## src/common/mm_cfg_pkg.sv

```systemverilog
// Constants, modes and carriers for the memory-map configuration register bank.
// Assumes a 16-bit system address map and a 32-bit APB register bus.
package mm_cfg_pkg;

	localparam int ADDR_W = 16;
	localparam int DATA_W = 32;

	// Register indices; byte address is block base plus four times the index
	localparam logic [7:0] IDX_SYSTEM_CONTROL = 8'h13;
	localparam logic [7:0] IDX_TEST_LOCATION_A = 8'h14;
	localparam logic [7:0] IDX_TEST_LOCATION_B = 8'h17;
	localparam logic [7:0] IDX_SPACE_ALLOC_INFO_A = 8'h1C;
	localparam logic [7:0] IDX_SPACE_ALLOC_INFO_B = 8'h1D;
	localparam int IDX_TO_BYTE_SHIFT = 2;

	// Register block occupies a 2K-aligned slot in the low 32K
	localparam int BLOCK_SLOT_SHIFT = 11;
	localparam int BLOCK_POS_W = 4;

	// system_control fields
	localparam int STRETCH_LSB = 2;
	localparam int STRETCH_MSB = 3;
	localparam int UPPER_HALF_BIT = 1;
	localparam int FLASH_EN_BIT = 0;
	localparam logic [1:0] STRETCH_RESET = 2'h3;
	localparam logic UPPER_HALF_RESET = 1'b0;
	localparam logic FLASH_EN_RESET_SINGLE = 1'b1;
	localparam logic FLASH_EN_RESET_TEST = 1'b0;

	// space_alloc_info_a fields
	localparam int REG_SPACE_BIT = 7;
	localparam int EEPROM_SIZE_LSB = 4;
	localparam int RAM_SIZE_LSB = 0;
	// space_alloc_info_b fields
	localparam int FLASH_SIZE_LSB = 6;
	localparam int PAGING_LSB = 0;

	// RAM allocation unit and position field
	localparam int RAM_UNIT_SHIFT = 11;
	localparam int RAM_POS_W = 5;

	typedef enum logic [2:0]
	{
		MM_MODE_SPECIAL_SINGLE = 3'h0,
		MM_MODE_SPECIAL_EXPANDED = 3'h1,
		MM_MODE_SPECIAL_PERIPHERAL = 3'h2,
		MM_MODE_SPECIAL_TEST = 3'h3,
		MM_MODE_NORMAL_SINGLE = 3'h4,
		MM_MODE_NORMAL_EXPANDED = 3'h5,
		MM_MODE_EMULATION_SINGLE = 3'h6,
		MM_MODE_EMULATION_EXPANDED = 3'h7
	} mm_mode_t;

	typedef enum logic [1:0]
	{
		MM_ST_SYNC = 2'h0,
		MM_ST_LOAD = 2'h1,
		MM_ST_RUN = 2'h3
	} mm_state_t;

	typedef struct packed
	{
		logic register_space_size_bit;
		logic [1:0] eeprom_size_field;
		logic [2:0] ram_size_field;
		logic [1:0] flash_size_field;
		logic [1:0] paging_split_field;
	} mm_switches_t;

	typedef struct packed
	{
		logic [1:0] external_stretch_field;
		logic upper_half_only_flag;
		logic flash_enable_flag;
	} mm_control_t;

endpackage : mm_cfg_pkg

```

## src/verilog/mm_cfg_regs.sv

```systemverilog
// Memory-map configuration register bank: system control, two test
// locations and two read-only space allocation registers, on APB.
// Assumes mode and integration switches arrive asynchronously as pins, and
// the register block and RAM position values come from logic on pclk.
//
// Functional notes
// - Registers sit at offsets above the relocatable register block base.
// - A system control write affects outputs one clock after the write.
// - Stretch field adds zero to three clocks to each external access.
// - Stretch has no effect in single-chip and peripheral modes.
// - Control fields write once in normal/emulation, anytime in special modes.
// - Upper-half-only flag blocks direct access to low-half flash pages.
// - Flash enable flag removes or places flash in the map.
// - Reset: stretch 11, upper-half 0, flash enable by mode.
// - Test locations readable anytime; writes change nothing.
// - Size registers ignore writes and read integration inputs.
// - First size register shows register, EEPROM and RAM switches.
// - Register space bit reads 0 for 1K, 1 for 2K.
// - EEPROM field encodes 0K, 2K, 4K, 8K.
// - RAM field encodes 2K to 16K in 2K steps.
// - RAM code sets region, position bits used and base address.
// - RAM smaller than region is aligned by the high-align bit.
// - High-align 0 aligns low, 1 aligns to region top.
// - Second size register shows flash size and paging switches.
// - Flash size field encodes 0K, 16K, 48K, 64K.
// - Paging field encodes the off-chip/on-chip split.
//
// Decided for this implementation: the APB slave port.
`timescale 1ns/1ps

module mm_cfg_regs
#(
	parameter logic FLASH_EN_RESET_EXPANDED = 1'b0,
	parameter logic [7:0] TEST_A_VALUE = 8'h00,
	parameter logic [7:0] TEST_B_VALUE = 8'h00
)
(
	// Clock and reset
	input wire logic pclk,
	input wire logic presetn,
	// APB slave
	input wire logic psel,
	input wire logic penable,
	input wire logic pwrite,
	input wire logic [mm_cfg_pkg::ADDR_W-1:0] paddr,
	input wire logic [mm_cfg_pkg::DATA_W-1:0] pwdata,
	input wire logic [3:0] pstrb,
	output logic [mm_cfg_pkg::DATA_W-1:0] prdata,
	output logic pready,
	output logic pslverr,
	// Asynchronous mode and integration switches
	input wire logic [2:0] mode_pins,
	input wire mm_cfg_pkg::mm_switches_t switch_pins,
	// Position settings from neighbouring logic on pclk
	input wire logic [mm_cfg_pkg::BLOCK_POS_W-1:0] register_block_position,
	input wire logic [mm_cfg_pkg::RAM_POS_W-1:0] ram_position,
	input wire logic ram_high_align_bit,
	// Map control outputs
	output logic [1:0] stretch_cycles,
	output logic flash_in_map,
	output logic flash_low_half_direct,
	output logic [mm_cfg_pkg::ADDR_W-1:0] ram_base_addr,
	output logic [mm_cfg_pkg::ADDR_W:0] ram_alloc_bytes
);

	mm_cfg_pkg::mm_state_t state_reg;
	mm_cfg_pkg::mm_state_t state_next;
	logic sync_wait_reg;
	logic settled_reg;
	logic [2:0] mode_meta_reg;
	logic [2:0] mode_sync_reg;
	mm_cfg_pkg::mm_switches_t sw_meta_reg;
	mm_cfg_pkg::mm_switches_t sw_sync_reg;
	mm_cfg_pkg::mm_control_t ctrl_reg;
	logic ctrl_written_reg;
	logic [mm_cfg_pkg::DATA_W-1:0] prdata_reg;
	logic pslverr_reg;
	mm_cfg_pkg::mm_mode_t mode;
	logic mode_special;
	logic mode_stretch_ok;
	logic access;
	logic hit_ctrl;
	logic hit_test_a;
	logic hit_test_b;
	logic hit_info_a;
	logic hit_info_b;
	logic hit_any;
	logic ctrl_write;
	logic [7:0] info_a;
	logic [7:0] info_b;
	logic [7:0] ctrl_read;
	logic [7:0] read_byte;

	// Address match for one register index inside the relocatable block
	function automatic logic reg_hit
	(
		input logic [mm_cfg_pkg::ADDR_W-1:0] addr,
		input logic [mm_cfg_pkg::BLOCK_POS_W-1:0] pos,
		input logic [7:0] idx
	);
		logic [mm_cfg_pkg::ADDR_W-1:0] base;
		logic [mm_cfg_pkg::ADDR_W-1:0] target;
		base = mm_cfg_pkg::ADDR_W'({pos, mm_cfg_pkg::BLOCK_SLOT_SHIFT'(0)});
		target = base + (mm_cfg_pkg::ADDR_W'(idx) << mm_cfg_pkg::IDX_TO_BYTE_SHIFT);
		reg_hit = (addr == target);
	endfunction : reg_hit

	// Region size in bytes for a RAM size code
	function automatic logic [mm_cfg_pkg::ADDR_W:0] ram_region
	(
		input logic [2:0] code
	);
		logic [mm_cfg_pkg::ADDR_W:0] unit;
		unit = (mm_cfg_pkg::ADDR_W+1)'(1) << mm_cfg_pkg::RAM_UNIT_SHIFT;
		if (code == 3'h0)
		begin
			ram_region = unit;
		end
		else if (code == 3'h1)
		begin
			ram_region = unit << 1;
		end
		else if (code[2] == 1'b0)
		begin
			ram_region = unit << 2;
		end
		else
		begin
			ram_region = unit << 3;
		end
	endfunction : ram_region

	// Two-flop synchronisers for mode and integration switches
	always_ff @(posedge pclk or negedge presetn)
	begin
		if (!presetn)
		begin
			mode_meta_reg <= 3'h0;
			mode_sync_reg <= 3'h0;
			sw_meta_reg <= '0;
			sw_sync_reg <= '0;
		end
		else
		begin
			mode_meta_reg <= mode_pins;
			mode_sync_reg <= mode_meta_reg;
			sw_meta_reg <= switch_pins;
			sw_sync_reg <= sw_meta_reg;
		end
	end

	assign mode = mm_cfg_pkg::mm_mode_t'(mode_sync_reg);
	assign mode_special = (mode_sync_reg[2] == 1'b0);

	always_comb
	begin
		case (mode)
			mm_cfg_pkg::MM_MODE_SPECIAL_EXPANDED,
			mm_cfg_pkg::MM_MODE_NORMAL_EXPANDED,
			mm_cfg_pkg::MM_MODE_EMULATION_EXPANDED:
			begin
				mode_stretch_ok = 1'b1;
			end
			default:
			begin
				mode_stretch_ok = 1'b0;
			end
		endcase
	end

	// Start-up: wait for synchronised straps, load mode-dependent reset values, then serve the bus
	always_comb
	begin
		case (state_reg)
			mm_cfg_pkg::MM_ST_SYNC:
			begin
				state_next = sync_wait_reg ? mm_cfg_pkg::MM_ST_LOAD : mm_cfg_pkg::MM_ST_SYNC;
			end
			mm_cfg_pkg::MM_ST_LOAD:
			begin
				state_next = mm_cfg_pkg::MM_ST_RUN;
			end
			default:
			begin
				state_next = mm_cfg_pkg::MM_ST_RUN;
			end
		endcase
	end

	always_ff @(posedge pclk or negedge presetn)
	begin
		if (!presetn)
		begin
			state_reg <= mm_cfg_pkg::MM_ST_SYNC;
		end
		else
		begin
			state_reg <= state_next;
		end
	end

	// Straps need two edges out of reset to cross the synchroniser before the load;
	// the bus waits one edge after the load so a captured read never predates it
	always_ff @(posedge pclk or negedge presetn)
	begin
		if (!presetn)
		begin
			sync_wait_reg <= 1'b0;
			settled_reg <= 1'b0;
		end
		else
		begin
			sync_wait_reg <= (state_reg == mm_cfg_pkg::MM_ST_SYNC);
			settled_reg <= (state_reg == mm_cfg_pkg::MM_ST_RUN);
		end
	end

	// Bus decode
	assign access = psel && penable && pready;
	assign hit_ctrl = reg_hit(paddr, register_block_position, mm_cfg_pkg::IDX_SYSTEM_CONTROL);
	assign hit_test_a = reg_hit(paddr, register_block_position, mm_cfg_pkg::IDX_TEST_LOCATION_A);
	assign hit_test_b = reg_hit(paddr, register_block_position, mm_cfg_pkg::IDX_TEST_LOCATION_B);
	assign hit_info_a = reg_hit(paddr, register_block_position, mm_cfg_pkg::IDX_SPACE_ALLOC_INFO_A);
	assign hit_info_b = reg_hit(paddr, register_block_position, mm_cfg_pkg::IDX_SPACE_ALLOC_INFO_B);
	assign hit_any = hit_ctrl || hit_test_a || hit_test_b || hit_info_a || hit_info_b;
	assign ctrl_write = access && pwrite && hit_ctrl && pstrb[0] && (mode_special || !ctrl_written_reg);

	// System control register; mode-dependent flash enable loaded once straps are stable
	always_ff @(posedge pclk or negedge presetn)
	begin
		if (!presetn)
		begin
			ctrl_reg.external_stretch_field <= mm_cfg_pkg::STRETCH_RESET;
			ctrl_reg.upper_half_only_flag <= mm_cfg_pkg::UPPER_HALF_RESET;
			ctrl_reg.flash_enable_flag <= mm_cfg_pkg::FLASH_EN_RESET_TEST;
		end
		else if (state_reg == mm_cfg_pkg::MM_ST_LOAD)
		begin
			if (mode == mm_cfg_pkg::MM_MODE_SPECIAL_TEST)
			begin
				ctrl_reg.flash_enable_flag <= mm_cfg_pkg::FLASH_EN_RESET_TEST;
			end
			else if (mode_stretch_ok || mode == mm_cfg_pkg::MM_MODE_EMULATION_SINGLE)
			begin
				ctrl_reg.flash_enable_flag <= FLASH_EN_RESET_EXPANDED;
			end
			else
			begin
				ctrl_reg.flash_enable_flag <= mm_cfg_pkg::FLASH_EN_RESET_SINGLE;
			end
		end
		else if (ctrl_write)
		begin
			ctrl_reg.external_stretch_field <= pwdata[mm_cfg_pkg::STRETCH_MSB:mm_cfg_pkg::STRETCH_LSB];
			ctrl_reg.upper_half_only_flag <= pwdata[mm_cfg_pkg::UPPER_HALF_BIT];
			ctrl_reg.flash_enable_flag <= pwdata[mm_cfg_pkg::FLASH_EN_BIT];
		end
	end

	// Write-once lock, ignored in special modes
	always_ff @(posedge pclk or negedge presetn)
	begin
		if (!presetn)
		begin
			ctrl_written_reg <= 1'b0;
		end
		else if (ctrl_write)
		begin
			ctrl_written_reg <= 1'b1;
		end
	end

	// Read data assembly
	always_comb
	begin
		ctrl_read = 8'h00;
		ctrl_read[mm_cfg_pkg::STRETCH_MSB:mm_cfg_pkg::STRETCH_LSB] = ctrl_reg.external_stretch_field;
		ctrl_read[mm_cfg_pkg::UPPER_HALF_BIT] = ctrl_reg.upper_half_only_flag;
		ctrl_read[mm_cfg_pkg::FLASH_EN_BIT] = ctrl_reg.flash_enable_flag;
		info_a = 8'h00;
		info_a[mm_cfg_pkg::REG_SPACE_BIT] = sw_sync_reg.register_space_size_bit;
		info_a[mm_cfg_pkg::EEPROM_SIZE_LSB +: 2] = sw_sync_reg.eeprom_size_field;
		info_a[mm_cfg_pkg::RAM_SIZE_LSB +: 3] = sw_sync_reg.ram_size_field;
		info_b = 8'h00;
		info_b[mm_cfg_pkg::FLASH_SIZE_LSB +: 2] = sw_sync_reg.flash_size_field;
		info_b[mm_cfg_pkg::PAGING_LSB +: 2] = sw_sync_reg.paging_split_field;
		if (hit_ctrl)
		begin
			read_byte = ctrl_read;
		end
		else if (hit_test_a)
		begin
			read_byte = TEST_A_VALUE;
		end
		else if (hit_test_b)
		begin
			read_byte = TEST_B_VALUE;
		end
		else if (hit_info_a)
		begin
			read_byte = info_a;
		end
		else if (hit_info_b)
		begin
			read_byte = info_b;
		end
		else
		begin
			read_byte = 8'h00;
		end
	end

	// Registered APB answer; writes to read-only locations are dropped without error
	always_ff @(posedge pclk or negedge presetn)
	begin
		if (!presetn)
		begin
			prdata_reg <= '0;
			pslverr_reg <= 1'b0;
		end
		else if (psel && !(penable && pready))
		begin
			// Refreshed until the access completes, so a setup made during start-up reads loaded values
			prdata_reg <= {24'h000000, read_byte};
			pslverr_reg <= !hit_any;
		end
	end

	assign pready = (state_reg == mm_cfg_pkg::MM_ST_RUN) && settled_reg;
	assign prdata = (access && !pwrite) ? prdata_reg : '0;
	assign pslverr = access && pslverr_reg;

	// Map control outputs
	assign stretch_cycles = mode_stretch_ok ? ctrl_reg.external_stretch_field : 2'h0;
	assign flash_in_map = ctrl_reg.flash_enable_flag;
	assign flash_low_half_direct = ctrl_reg.flash_enable_flag && !ctrl_reg.upper_half_only_flag;

	// RAM placement from size code, position and alignment
	always_comb
	begin
		logic [mm_cfg_pkg::ADDR_W:0] region;
		logic [mm_cfg_pkg::ADDR_W:0] alloc;
		logic [mm_cfg_pkg::ADDR_W:0] mask;
		logic [mm_cfg_pkg::ADDR_W:0] pos_addr;
		region = ram_region(sw_sync_reg.ram_size_field);
		alloc = (mm_cfg_pkg::ADDR_W+1)'({1'b0, sw_sync_reg.ram_size_field} + 4'h1) << mm_cfg_pkg::RAM_UNIT_SHIFT;
		mask = ~(region - (mm_cfg_pkg::ADDR_W+1)'(1));
		pos_addr = (mm_cfg_pkg::ADDR_W+1)'({ram_position, mm_cfg_pkg::RAM_UNIT_SHIFT'(0)}) & mask;
		if (ram_high_align_bit)
		begin
			pos_addr = pos_addr + (region - alloc);
		end
		ram_base_addr = pos_addr[mm_cfg_pkg::ADDR_W-1:0];
		ram_alloc_bytes = alloc;
	end

endmodule : mm_cfg_regs

```

## config.mk

```make
export PLATFORM = sky130hd
export DESIGN_NAME = mm_cfg_regs
export DESIGN_NICKNAME = d
export VERILOG_FILES = /design/src/common/mm_cfg_pkg.sv /design/src/verilog/mm_cfg_regs.sv
export SDC_FILE = /design/constraint.sdc
export NUM_CORES = 1
export LEC_CHECK = 0
export ABC_AREA = 1
export BUFFER_PORTS_ARGS = -buffer_cell sky130_fd_sc_hd__buf_2
export CORE_MARGIN = 2
export CORE_UTILIZATION = 47
export CTS_CLUSTER_SIZE = 28
export DETAILED_ROUTE_END_ITERATION = 10
export PLACE_DENSITY = 0.84
export SETUP_SLACK_MARGIN = 0.15
export SYNTH_ARGS = -nofsm -noshare
export SYNTH_HDL_FRONTEND = slang
export SYNTH_SLANG_ARGS = --single-unit
```

## constraint.sdc

```tcl
create_clock -name pclk -period 5.6 [get_ports pclk]
set_clock_uncertainty 0.15 [all_clocks]
set_input_delay 0.28 -clock pclk [delete_from_list [all_inputs] [get_ports pclk]]
set_output_delay 0.28 -clock pclk [all_outputs]
set_load 0.02 [all_outputs]
```

==> metrics.md, run 1 <==
| Metric | Value |
|---|---|
| Run status | `finished, final reports clean` |
| Max IR drop VDD | `0.2269 mV` |
| Initial antenna violation count | `0` |
| Hold Vio Cnt, Final | `0` |
| Setup Buffers After CTS | `0` |
| Slew @ Worst Pin | `about 0.88 ns` |
| Die Span Y | `about 77 um` |
| Seq/Total Area, Yosys | `44.17%` |
| Crit-path most repeated cell | `nand2_1` |
| Post-Syn Instances | `approximately 290` |
| Hold Crit Start | `pwdata[1]` |
| ANT cells | `0` |
| Total of max-cap violations | `0` |
| Clk Tree Root Cell | `clkbuf_8` |
| Synth Area in Adders | `between 7 and 8%` |
| Worst-path clk slew | `0.07 ns` |
| Critical Path RT | `around 5.2 ns` |
| Pre-CTS WS | `around 2.2 ns` |
| Max reg flops | `10` |
| Compound-Gate Fraction of Synth Area | `~5.3%` |
| Tcrit/Tclk final | `66.49%` |
| Mapped Area | `0.002499 sq mm` |
| Achievable clock frequency | `~270 MHz` |
| Share of layout cells above drive strength 1 | `between 20% and 30%` |
| Footprint of the multi-input gates | `between 0.001 and 0.0015 sq mm` |
| Number of port buffers | `71` |
| CTS tree | `yes` |
| Min-delay worst type | `primary input to flop` |
| Min Tclk post-route | `about 3.7 ns` |
| FILL cells | `roughly 460` |
| CP Class | `flop to output pin` |
| GPL Wtd Cong | `~0.8` |
| Final net count | `468` |
| Final wirelength | `4454 um` |
| Leak | `between 1.5 and 2 nW` |
| H-tree depth | `2` |
| First-pass GRT wire length | `7734 um` |
| CP Capture Type | `output pin` |
| Setup violations, final | `0` |
| Vias per cell | `4.304` |
| FF+latch area | `~0.0011 sq mm` |
| Clock Tree Buf Depth | `2` |
| Largest family of logic cells by synthesized area | `buffers and inverters` |
| Simple-gate portion of the synthesized area | `between 10% and 20%` |
| YS warnings | `0` |
| Die width | `~77 um` |
| RSZ-0062 raised after global routing | `false` |
| 1st-pass router iterations | `4` |
| Critical R2R Capture | `pslverr_reg` |
| Cts hold-fix bufs | `14` |
| Wire per inst | `around 10 um` |
| CP startpoint kind | `flop` |
| Clk_lat worst skew | `~0.29 ns` |
| Commonest non-fill, non-tap cell in the layout | `buf_2` |
| Netlist cell types | `31` |
| Crit. path cell count | `14` |
| DP Wirelength | `3440 um` |
| Area delta synth->final | `19.88%` |
| Setup ws final | `1.877 ns` |
| Crit path to | `ram_base_addr[15]` |
| Commonest cells after routing, fill and taps aside | `buf_2, nand2_1, conb_1, dfrtp_1, inv_1` |
| Crit-path max FO | `5` |
| First DRT Iteration DRCs | `35` |
| Vias in the first global route | `about 1800` |
| XOR/XNOR Fraction of Synth Area | `2.804%` |
| Crit path max-delay family | `adder cells` |
| Setup crit start | `info_a[0]` |
| Initial core utilization | `48.92%` |
| Pin count of the biggest net entering global routing | `45` |
| P per Cell Area | `about 240 mW/mm^2` |
| CTS Sinks | `44` |
| Die ar. | `just under 0.006 sq mm` |
| Slew Limit Fails | `0` |
| DRC | `0` |
| #FFs+latches synth | `44` |
| Top-level I/O count | `roughly 150` |
| DRT antenna net count | `0` |
| Slew HR | `41.15%` |
| R2R Setup Slk | `around 4.0 ns` |
| Mux share of post-synthesis cell area | `0%` |
| CP peak stage delay | `0.52 ns` |
| Total GRT Usage | `16.41%` |
| Placed Area | `between 0.002 and 0.003 sq mm` |
| Crit path buffers/inverters | `2` |
| CTS resizes | `0` |
| Average size of a mapped cell | `~8.7 sq um` |
| R2R cell count | `7` |
| Vias | `just under 2000` |
| # rows | `26` |
| Final Cell Area | `around 0.003 sq mm` |
| Fin Setup TNS | `0 ns` |
| Arrival time worst endpoint | `around 3.3 ns` |
| Cell breakdown of the critical path | `inv_1, ha_1, nand2_1, a21boi_0, fa_1, ha_1, ha_1, o21ai_0, nand2_1, a21oi_1, xor2_1, nand2_1, nand2_1, buf_2` |
| Grt ovf | `0` |
| Total CTS buffers | `5` |
| FF-to-FF Start | `state_reg[0]` |
| Core ar. | `approximately 0.0051 sq mm` |
| CP max stage cell | `fa_1` |
-- where the power goes --
group	internal, mW	total [mW]	switching (mW)	leakage, nW
Clock	0.132	0.232	0.0998	0.0552
Combinational	0.0492	0.141	0.0918	1.10
Sequential	0.328	0.333	0.00467	0.528
-- tightest hold or removal path: cells and delay by family --
family | cells | cell delay, ns
buffers and inverters | 2 | 0.14
AO/OA/AOI/OAI | 1 | 0.06
-- stage by stage --
| stage | std cells | hold slack [ns] | util, % | power (mW) |
|---|---|---|---|---|
| final | 447 | 0.07987 | 58.65 | 0.7060 |
| after global routing | 447 | 0.06755 | 58.65 | 0.7453 |
| after CTS | 447 | 0.06564 | 58.65 | 0.7111 |
| after detailed placement | 425 | 0.1855 | 53.80 | 0.4722 |
| after global placement | 425 | 0.1817 | 53.80 | 0.4685 |
| after floorplan | 334 | -0.1656 | - | 0.4547 |
-- area by class of cell --
type | count | area share [%]
multi-input combinational | 202 | 35.34
sequential | 44 | 36.84
inverter | 38 | 4.762
clock inverter | 2 | 1.170
timing repair buffer | 85 | 16.54
tap | 70 | 2.924
clock buffer | 6 | 2.423
-- synthesized netlist by cell type --
library cell	number	area share [%]
nor2_1	29	4.4
inv_2	3	0.45
o21ai_1	5	1.0
nor3_2	1	0.40
a21oi_1	4	0.80
buf_4	48	14
fa_1	4	3.2
or2_1	2	0.50
nand3_1	9	1.8
xnor2_1	4	1.4
nor2_2	2	0.50
conb_1	1	0.15
nand2_1	56	8.4
nand2_2	1	0.25
nor3b_1	1	0.30
nand3b_1	1	0.30
dfstp_2	2	2.1
xor2_1	4	1.4
ha_1	8	4.0
o21ai_2	1	0.35
o21ai_0	11	2.2
a21o_1	1	0.30
dfrtp_1	42	42
nor2_8	1	0.80
nand3_4	1	0.70
inv_1	35	5.3
buf_2	2	0.40
o41ai_1	1	0.35
or2_2	1	0.25
a21boi_0	1	0.30
nand4_1	5	1.3
-- how the worst min path moves through the flow --
stage / slack, ns / to / cells past startpoint
finish: 0.08 / ctrl_read[1] / 3
global route: 0.07 / ctrl_read[2] / 3
CTS: 0.07 / ctrl_read[2] / 3
detailed placement: 0.19 / info_a[7] / 0
global placement: 0.18 / mode[2] / 0
floorplan: -0.17 / ctrl_read[1] / 0
-- cells by family after synthesis --
| kind of cell | after synthesis |
|---|---|
| AO/OA/AOI/OAI | 24 |
| XOR/XNOR | 8 |
| adder cells (fa/ha/maj) | 12 |
| buffers and inverters | 88 |
| flip-flops | 44 |
| other | 1 |
| AND/OR/NAND/NOR | 110 |
-- routing by layer --
layer | wire (um) | track usage, %
met1 | 1730 | 18.23
met2 | 2272 | 29.04
met3 | 319 | 4.824
met4 | 131 | 7.091
met5 | 0 | 0
Note: power is estimated with default switching activity, not from simulation.
==> run 2, diff against run 1 <==
ABC_AREA = 0   (was 1)
CORE_UTILIZATION = 44   (was 47)
PLACE_DENSITY = 0.79   (was 0.84)
clock period = 3.8 ns   (was 5.6 ns; I/O delays follow)
==> run 2 against run 1 <==
Against the previous run:
- total power is 53% higher
- setup slack worse by 1.6 ns
- cell count is 13% lower
- synthesized cell count down 23%
- die area rose by 6.9%
- register-to-register slack lost 2.2 ns
- clock-buffer cell count is the same
- non-clock buffer count rose by 5
- via count is 11% lower
- critical endpoint unchanged
- largest power group unchanged
==> metrics.md, run 2 <==
| Metric | Value |
|---|---|
| Cells after DPL | `360 (-15%)` |
| XOR/XNOR Fraction of Synth Area | `2.792% (-0.013 points)` |
| FF+latch area | `0.001105 sq mm (+0.11%)` |
| Min Tclk post-route | `3.500 ns` |
| H-tree depth | `2 (unchanged)` |
| Initial antenna violation count | `0 (unchanged)` |
| #FFs+latches synth | `44 (unchanged)` |
| Slew @ Worst Pin | `0.9456 ns (+0.06291 ns)` |
| Hold Vio Cnt, Final | `0 (unchanged)` |
| Count leader, synth | `buf_4` |
| Max reg flops | `10 (unchanged)` |
| Main synth FF type | `dfrtp_1` |
| Ys async rst share | `100.0% (unchanged)` |
| Post-Syn Instances | `221 (-23%)` |
| Initial core utilization | `45.58% (-3.3 points)` |
| Number of port buffers | `71 (unchanged)` |
| Setup crit start | `info_a[0]` |
| Share of layout cells above drive strength 1 | `31.75% (+7.6 points)` |
| Die Span Y | `79.53 um (+3.4%)` |
| Commonest cells after routing, fill and taps aside | `buf_2, conb_1, dfrtp_1, dlygate4sd3_1, inv_1` |
| Final net count | `406 (-13%)` |
| Achievable clock frequency | `about 290 MHz` |
| DRC | `0 (unchanged)` |
| Tcrit/Tclk final | `between 90 and 100%` |
| Core ar. | `0.005507 sq mm (+7.8%)` |
| CP Class | `flop to output pin` |
| Run status | `finished, final reports clean` |
| First-pass GRT wire length | `6872 um (-11%)` |
| Synth top area cells | `dfrtp_1, buf_4, ha_1` |
| Leak | `1.593 nW (-5.5%)` |
| Average size of a mapped cell | `11.36 sq um (+30%)` |
| FILL cells | `489 (+6.1%)` |
| Simple-gate portion of the synthesized area | `17.15% (-2.7 points)` |
| Commonest cells post-synth | `buf_4, dfrtp_1, inv_1` |
| Wire per inst | `11.70 um (+17%)` |
| Finished Layout Cells | `387 (-13%)` |
| ANT cells | `0 (unchanged)` |
| Die ar. | `0.006324 sq mm (+6.9%)` |
| Vias per cell | `4.403 (+2.3%)` |
| Die width | `79.53 um (+3.4%)` |
| Cell taking the most area after synthesis | `dfrtp_1` |
| Top-level I/O count | `151 (unchanged)` |
| Netlist cell types | `49 (+58%)` |
| Slew HR | `36.96% (-4.2 points)` |
| DP Wirelength | `3572 um (+3.8%)` |
| Worst-path clk slew | `0.08 ns (about the same)` |
| Clk Tree Root Cell | `clkbuf_8` |
| GPL Wtd Cong | `0.8931 (+9.0%)` |
| Seq/Total Area, Yosys | `43.97% (-0.20 points)` |
| CTS tree | `yes` |
| Crit path to | `ram_base_addr[15]` |
| Power after layout | `1.080 mW (+53%)` |
| Total of max-cap violations | `0 (unchanged)` |
| First DRT Iteration DRCs | `88 (+150%)` |
| Mux share of post-synthesis cell area | `4.287% (+4.3 points)` |
| Mapped Area | `0.002510 sq mm (+0.45%)` |
| Largest family of logic cells by synthesized area | `buffers and inverters` |
| Setup violations, final | `0 (unchanged)` |
| Yosys top cell area share | `41.87% (-0.19 points)` |
| P per Cell Area | `352.1 mW/mm^2 (+49%)` |
| Arrival time worst endpoint | `3.16 ns (-0.13 ns)` |
| Crit-path max FO | `4 (-1)` |
| Slew Limit Fails | `0 (unchanged)` |
| # rows | `27 (+3.8%)` |
| 1st-pass router iterations | `4 (unchanged)` |
| YS warnings | `0 (unchanged)` |
| Total CTS buffers | `5 (unchanged)` |
| EDFF count, synth | `0 (unchanged)` |
| Max IR drop VDD | `0.2679 mV (+18%)` |
| FF-to-FF Start | `state_reg[0]` |
| Vias in the first global route | `1546 (-15%)` |
| CP Capture Type | `output pin` |
| Critical Path RT | `3.46 ns (-1.71 ns)` |
| Total GRT Usage | `14.32% (-2.1 points)` |
| Commonest non-fill, non-tap cell in the layout | `buf_2` |
| Compound-Gate Fraction of Synth Area | `7.178% (+1.9 points)` |
| CTS Sinks | `44 (unchanged)` |
| Synth Area in Adders | `7.178% (-0.032 points)` |
| Area delta synth->final | `22.18%` |
| RSZ-0062 raised after global routing | `false` |
| Pin count of the biggest net entering global routing | `45 (unchanged)` |
| R2R Setup Slk | `1.83 ns (-2.17 ns)` |
| CP startpoint kind | `flop` |
| DRT antenna net count | `0 (unchanged)` |
| Final wirelength | `4527 um (+1.6%)` |
| Footprint of the multi-input gates | `0.001154 sq mm (+9.0%)` |
| Grt ovf | `0 (unchanged)` |
| R2R cell count | `4 (-3)` |
| Fin Setup TNS | `0 ns (unchanged)` |
| Vias | `1704 (-11%)` |
| Min-delay worst type | `primary input to flop` |
| Clk_lat worst skew | `0.29 ns (about the same)` |
| Clock Tree Buf Depth | `2 (unchanged)` |
| Critical R2R Capture | `prdata_reg[6]` |
-- run 2: cell types whose count changed in the layout (fill, tap and decap cells not counted), sizes merged, moves of 9 or more --
cell   change
nand3      -9
inv       -23
nand2     -49
o21ai     -11
nor2      -27
and2      +13
-- run 2: worst min-delay path by stage --
stage | from | endpoint | slack [ns] | depth (start not counted)
6_report | pwdata[0] | flash_in_map | 0.04 | 3
5_1_grt | pwdata[0] | flash_in_map | 0.03 | 3
4_1_cts | pwdata[0] | flash_in_map | 0.03 | 3
3_5_place_dp | switch_pins[5] | sw_meta_reg[5] | 0.15 | 1
3_3_place_gp | switch_pins[7] | sw_meta_reg[7] | 0.15 | 1
2_1_floorplan | presetn | ctrl_read[1] | -0.26 | 0
-- run 2: kinds of logic after synthesis --
| family | count (synthesis) |
|---|---|
| compound gates | 25 |
| xor+xnor | 8 |
| buf+inv | 66 |
| simple gates | 56 |
| fa+ha+maj | 12 |
| other cells | 1 |
| mux | 9 |
| flops | 44 |
-- run 2: metrics by stage --
stage | worst slack, ns | cell area, sq um | hold WS (ns) | utilization, %
floorplan | 0.5282 | 2686 | -0.2556 | -
global placement | 0.5663 | 2754 | 0.1480 | 50.01
detailed placement | 0.3925 | 2754 | 0.1493 | 50.01
CTS | 0.2179 | 3052 | 0.02924 | 55.42
global route | 0.1507 | 3067 | 0.03022 | 55.69
finish | 0.3002 | 3067 | 0.03909 | 55.69
-- run 2: what timing repair did --
item	in CTS	in global routing
endpoints found under the setup margin	1	1
hold endpoints to repair	58	0
setup buffers	0	2
hold buffers	17	0
gates resized for setup	2	0
pin swaps	0	0
-- run 2: worst max-delay path: stages (launching register included) --
cell and delay, ns:
dfrtp_2 0.40, inv_1 0.09, ha_1 0.25, o211a_1 0.24, fa_1 0.50, ha_1 0.34, ha_1 0.21, o211ai_1 0.20
a21oi_1 0.10, o21ai_0 0.21, xnor2_1 0.14, buf_2 0.18
-- run 2: per-layer routing --
| metal | vias up | routed length, um | track usage [%] |
|---|---|---|---|
| met5 | - | 0 | 0 |
| met4 | 0 | 102 | 7.069 |
| met3 | 7 | 283 | 3.733 |
| met2 | 67 | 2324 | 24.20 |
| met1 | 797 | 1816 | 16.81 |
| li1 | 833 | - | - |
-- run 2: power by group --
group	internal, mW	switching [mW]
clock network	0.215	0.156
registers	0.484	0.00718
logic	0.0814	0.136
total	0.780	0.300
-- run 2: cell type report --
type / instances / area share (%)
Clock buffer: 6 / 2.693
Clock inverter: 2 / 1.265
Inverter: 15 / 1.836
Multi-Input combinational cell: 158 / 37.62
Sequential cell: 44 / 36.03
Tap cell: 72 / 2.938
Timing Repair Buffer: 90 / 17.63
==> run 3, diff against run 2 <==
PLACE_DENSITY = not set   (was 0.79)
PLACE_DENSITY_LB_ADDON = 0.15   (was not set)
==> run 3 against run 2 <==
Against the previous run:
- global-route usage rose by 0.79 points
- register-to-register slack got worse by 0.04 ns
- utilization fell by 0.39 points
- first-iteration DRC count fell by 61%
- worst hold slack got worse by 0.026 ns
- die area did not move
- critical path depth did not move
- via count fell by 2.7%
- flip-flop and latch count did not move
- critical path type unchanged
==> metrics.md, run 3 (synthesis results as in run 2) <==
| Metric | Value |
|---|---|
| Run status | `finished, final reports clean` |
| Setup violations, final | `0 (unchanged)` |
| Commonest non-fill, non-tap cell in the layout | `buf_2` |
| Clk Tree Root Cell | `clkbuf_8` |
| Die ar. | `0.006324 sq mm (unchanged)` |
| Area delta synth->final | `21.34%` |
| DRT antenna net count | `0 (unchanged)` |
| First-pass GRT wire length | `7279 um (+5.9%)` |
| # rows | `27 (unchanged)` |
| RSZ-0062 raised after global routing | `false` |
| DRC | `0 (unchanged)` |
| Cells after DPL | `360 (unchanged)` |
| Finished Layout Cells | `385 (-0.52%)` |
| Vias in the first global route | `1590 (+2.8%)` |
| Critical Path RT | `3.46 ns (about the same)` |
| Min Tclk post-route | `3.439 ns (-0.06069 ns)` |
| Fin Setup TNS | `0 ns (unchanged)` |
| 1st-pass router iterations | `4 (unchanged)` |
| Slew HR | `38.47% (+1.5 points)` |
| Max IR drop VDD | `0.3199 mV (+19%)` |
| Share of layout cells above drive strength 1 | `31.31% (-0.44 points)` |
| CTS tree | `yes` |
| Clk_lat worst skew | `0.30 ns (about the same)` |
| Min-delay worst type | `primary input to flop` |
| Grt ovf | `0 (unchanged)` |
| GPL Wtd Cong | `0.7766 (-13%)` |
| Hold Vio Cnt, Final | `0 (unchanged)` |
| Placed Area | `0.002754 sq mm (unchanged)` |
| Leak | `1.577 nW (-1.0%)` |
| Slew @ Worst Pin | `0.9229 ns (-0.02270 ns)` |
| Vias per cell | `4.306 (-2.2%)` |
| Pin count of the biggest net entering global routing | `45 (unchanged)` |
| ANT cells | `0 (unchanged)` |
| First DRT Iteration DRCs | `34 (-61%)` |
| Initial core utilization | `45.58% (unchanged)` |
| Commonest cells after routing, fill and taps aside | `buf_2, conb_1, dfrtp_1, dlygate4sd3_1, inv_1` |
| R2R cell count | `4 (unchanged)` |
| Slew Limit Fails | `0 (unchanged)` |
| CTS Sinks | `44 (unchanged)` |
| Max reg flops | `10 (unchanged)` |
| Final net count | `404 (-0.49%)` |
| CP Class | `flop to output pin` |
| WHS Path Cells | `3 (unchanged)` |
| Worst-path clk slew | `0.08 ns (about the same)` |
| H-tree depth | `2 (unchanged)` |
| Total GRT Usage | `15.12% (+0.79 points)` |
| Core Util, Final | `55.31% (-0.39 points)` |
| CP startpoint kind | `flop` |
| CP Capture Type | `output pin` |
| Wire per inst | `11.59 um (-0.90%)` |
| Total CTS buffers | `5 (unchanged)` |
| DP Wirelength | `3397 um (-4.9%)` |
| Crit-path max FO | `5 (+1)` |
| Achievable clock frequency | `290.8 MHz (+1.8%)` |
| Vias | `1658 (-2.7%)` |
| Initial antenna violation count | `0 (unchanged)` |
| Number of port buffers | `71 (unchanged)` |
| Clock Tree Buf Depth | `2 (unchanged)` |
| Die width | `79.53 um (unchanged)` |
| Arrival time worst endpoint | `3.10 ns (-0.06 ns)` |
| Setup ws final | `0.3609 ns (+0.06069 ns)` |
| Tcrit/Tclk final | `90.50% (-1.6 points)` |
| Die Span Y | `79.53 um (unchanged)` |
| P per Cell Area | `350.4 mW/mm^2 (-0.50%)` |
| Top-level I/O count | `151 (unchanged)` |
| FILL cells | `517 (+5.7%)` |
| Final Cell Area | `0.003045 sq mm (-0.69%)` |
| Total of max-cap violations | `0 (unchanged)` |
| Core ar. | `0.005507 sq mm (unchanged)` |
| Pre-CTS WS | `0.5259 ns (+0.1334 ns)` |
| Final wirelength | `4463 um (-1.4%)` |
[run 3: cell types whose count changed in the layout (fill, tap and decap cells not counted)]
cell	previous run	this run
buf_4	2	0
clkbuf_8	6	5
clkinv_4	1	0
clkinvlp_4	0	1
inv_6	0	1
o21ai_0	6	5
o21ai_1	0	1
[run 3: layout make-up]
cell class	instances	area [sq um]	share of cell area, %
Timing Repair Buffer	88	525.5	17.26
Inverter	15	56.30	1.849
Clock buffer	5	68.82	2.260
Multi-Input combinational cell	158	1154	37.88
Sequential cell	44	1105	36.28
Clock inverter	3	46.29	1.520
Tap cell	72	90.09	2.958
[run 3: routing by layer]
layer	wire length, um	GRT usage (%)
met2	2268	25.97
met4	65	5.690
met1	1858	18.40
met5	0	0
met3	270	3.507
[run 3: per-stage QoR]
step | hold WS [ns] | total power [mW]
3_5_place_dp | 0.1493 | 0.7031
2_1_floorplan | -0.2556 | 0.6752
3_3_place_gp | 0.1474 | 0.7004
5_1_grt | 0.04461 | 1.122
6_report | 0.01325 | 1.067
4_1_cts | 0.007940 | 1.075
[run 3: report_power, final]
group / leakage [nW] / switching (mW) / internal (mW) / total [mW]
logic: 1.00 / 0.135 / 0.0800 / 0.215
registers: 0.521 / 0.00756 / 0.484 / 0.491
clock network: 0.0548 / 0.163 / 0.198 / 0.361
[run 3: timing repair]
item | in CTS | in global routing
setup endpoints to repair | 0 | 1
gates resized for setup | 0 | 3
hold buffers | 17 | 0
hold endpoints to repair | 58 | 0
setup buffers | 0 | 0
[run 3: worst paths after layout]
path / end / slack (ns) / start
min in group asynchronous: state_reg[1] / 0.43 / presetn
setup reg to reg: prdata_reg[6] / 1.79 / state_reg[0]
max in group asynchronous: info_a[0] / 2.44 / presetn
hold / removal: flash_in_map / 0.01 / pwdata[0]
hold reg to reg: mode[2] / 0.20 / mode_meta_reg[2]
setup / recovery: ram_base_addr[15] / 0.36 / info_a[0]
[run 3: critical path: stages, from the launching register on]
cell      delay (ns)
dfrtp_2         0.42
inv_1           0.10
ha_1            0.25
o211a_1         0.25
fa_1            0.49
ha_1            0.34
ha_1            0.20
o211ai_1        0.19
a21oi_1         0.10
o21ai_1         0.16
xnor2_1         0.12
buf_2           0.17
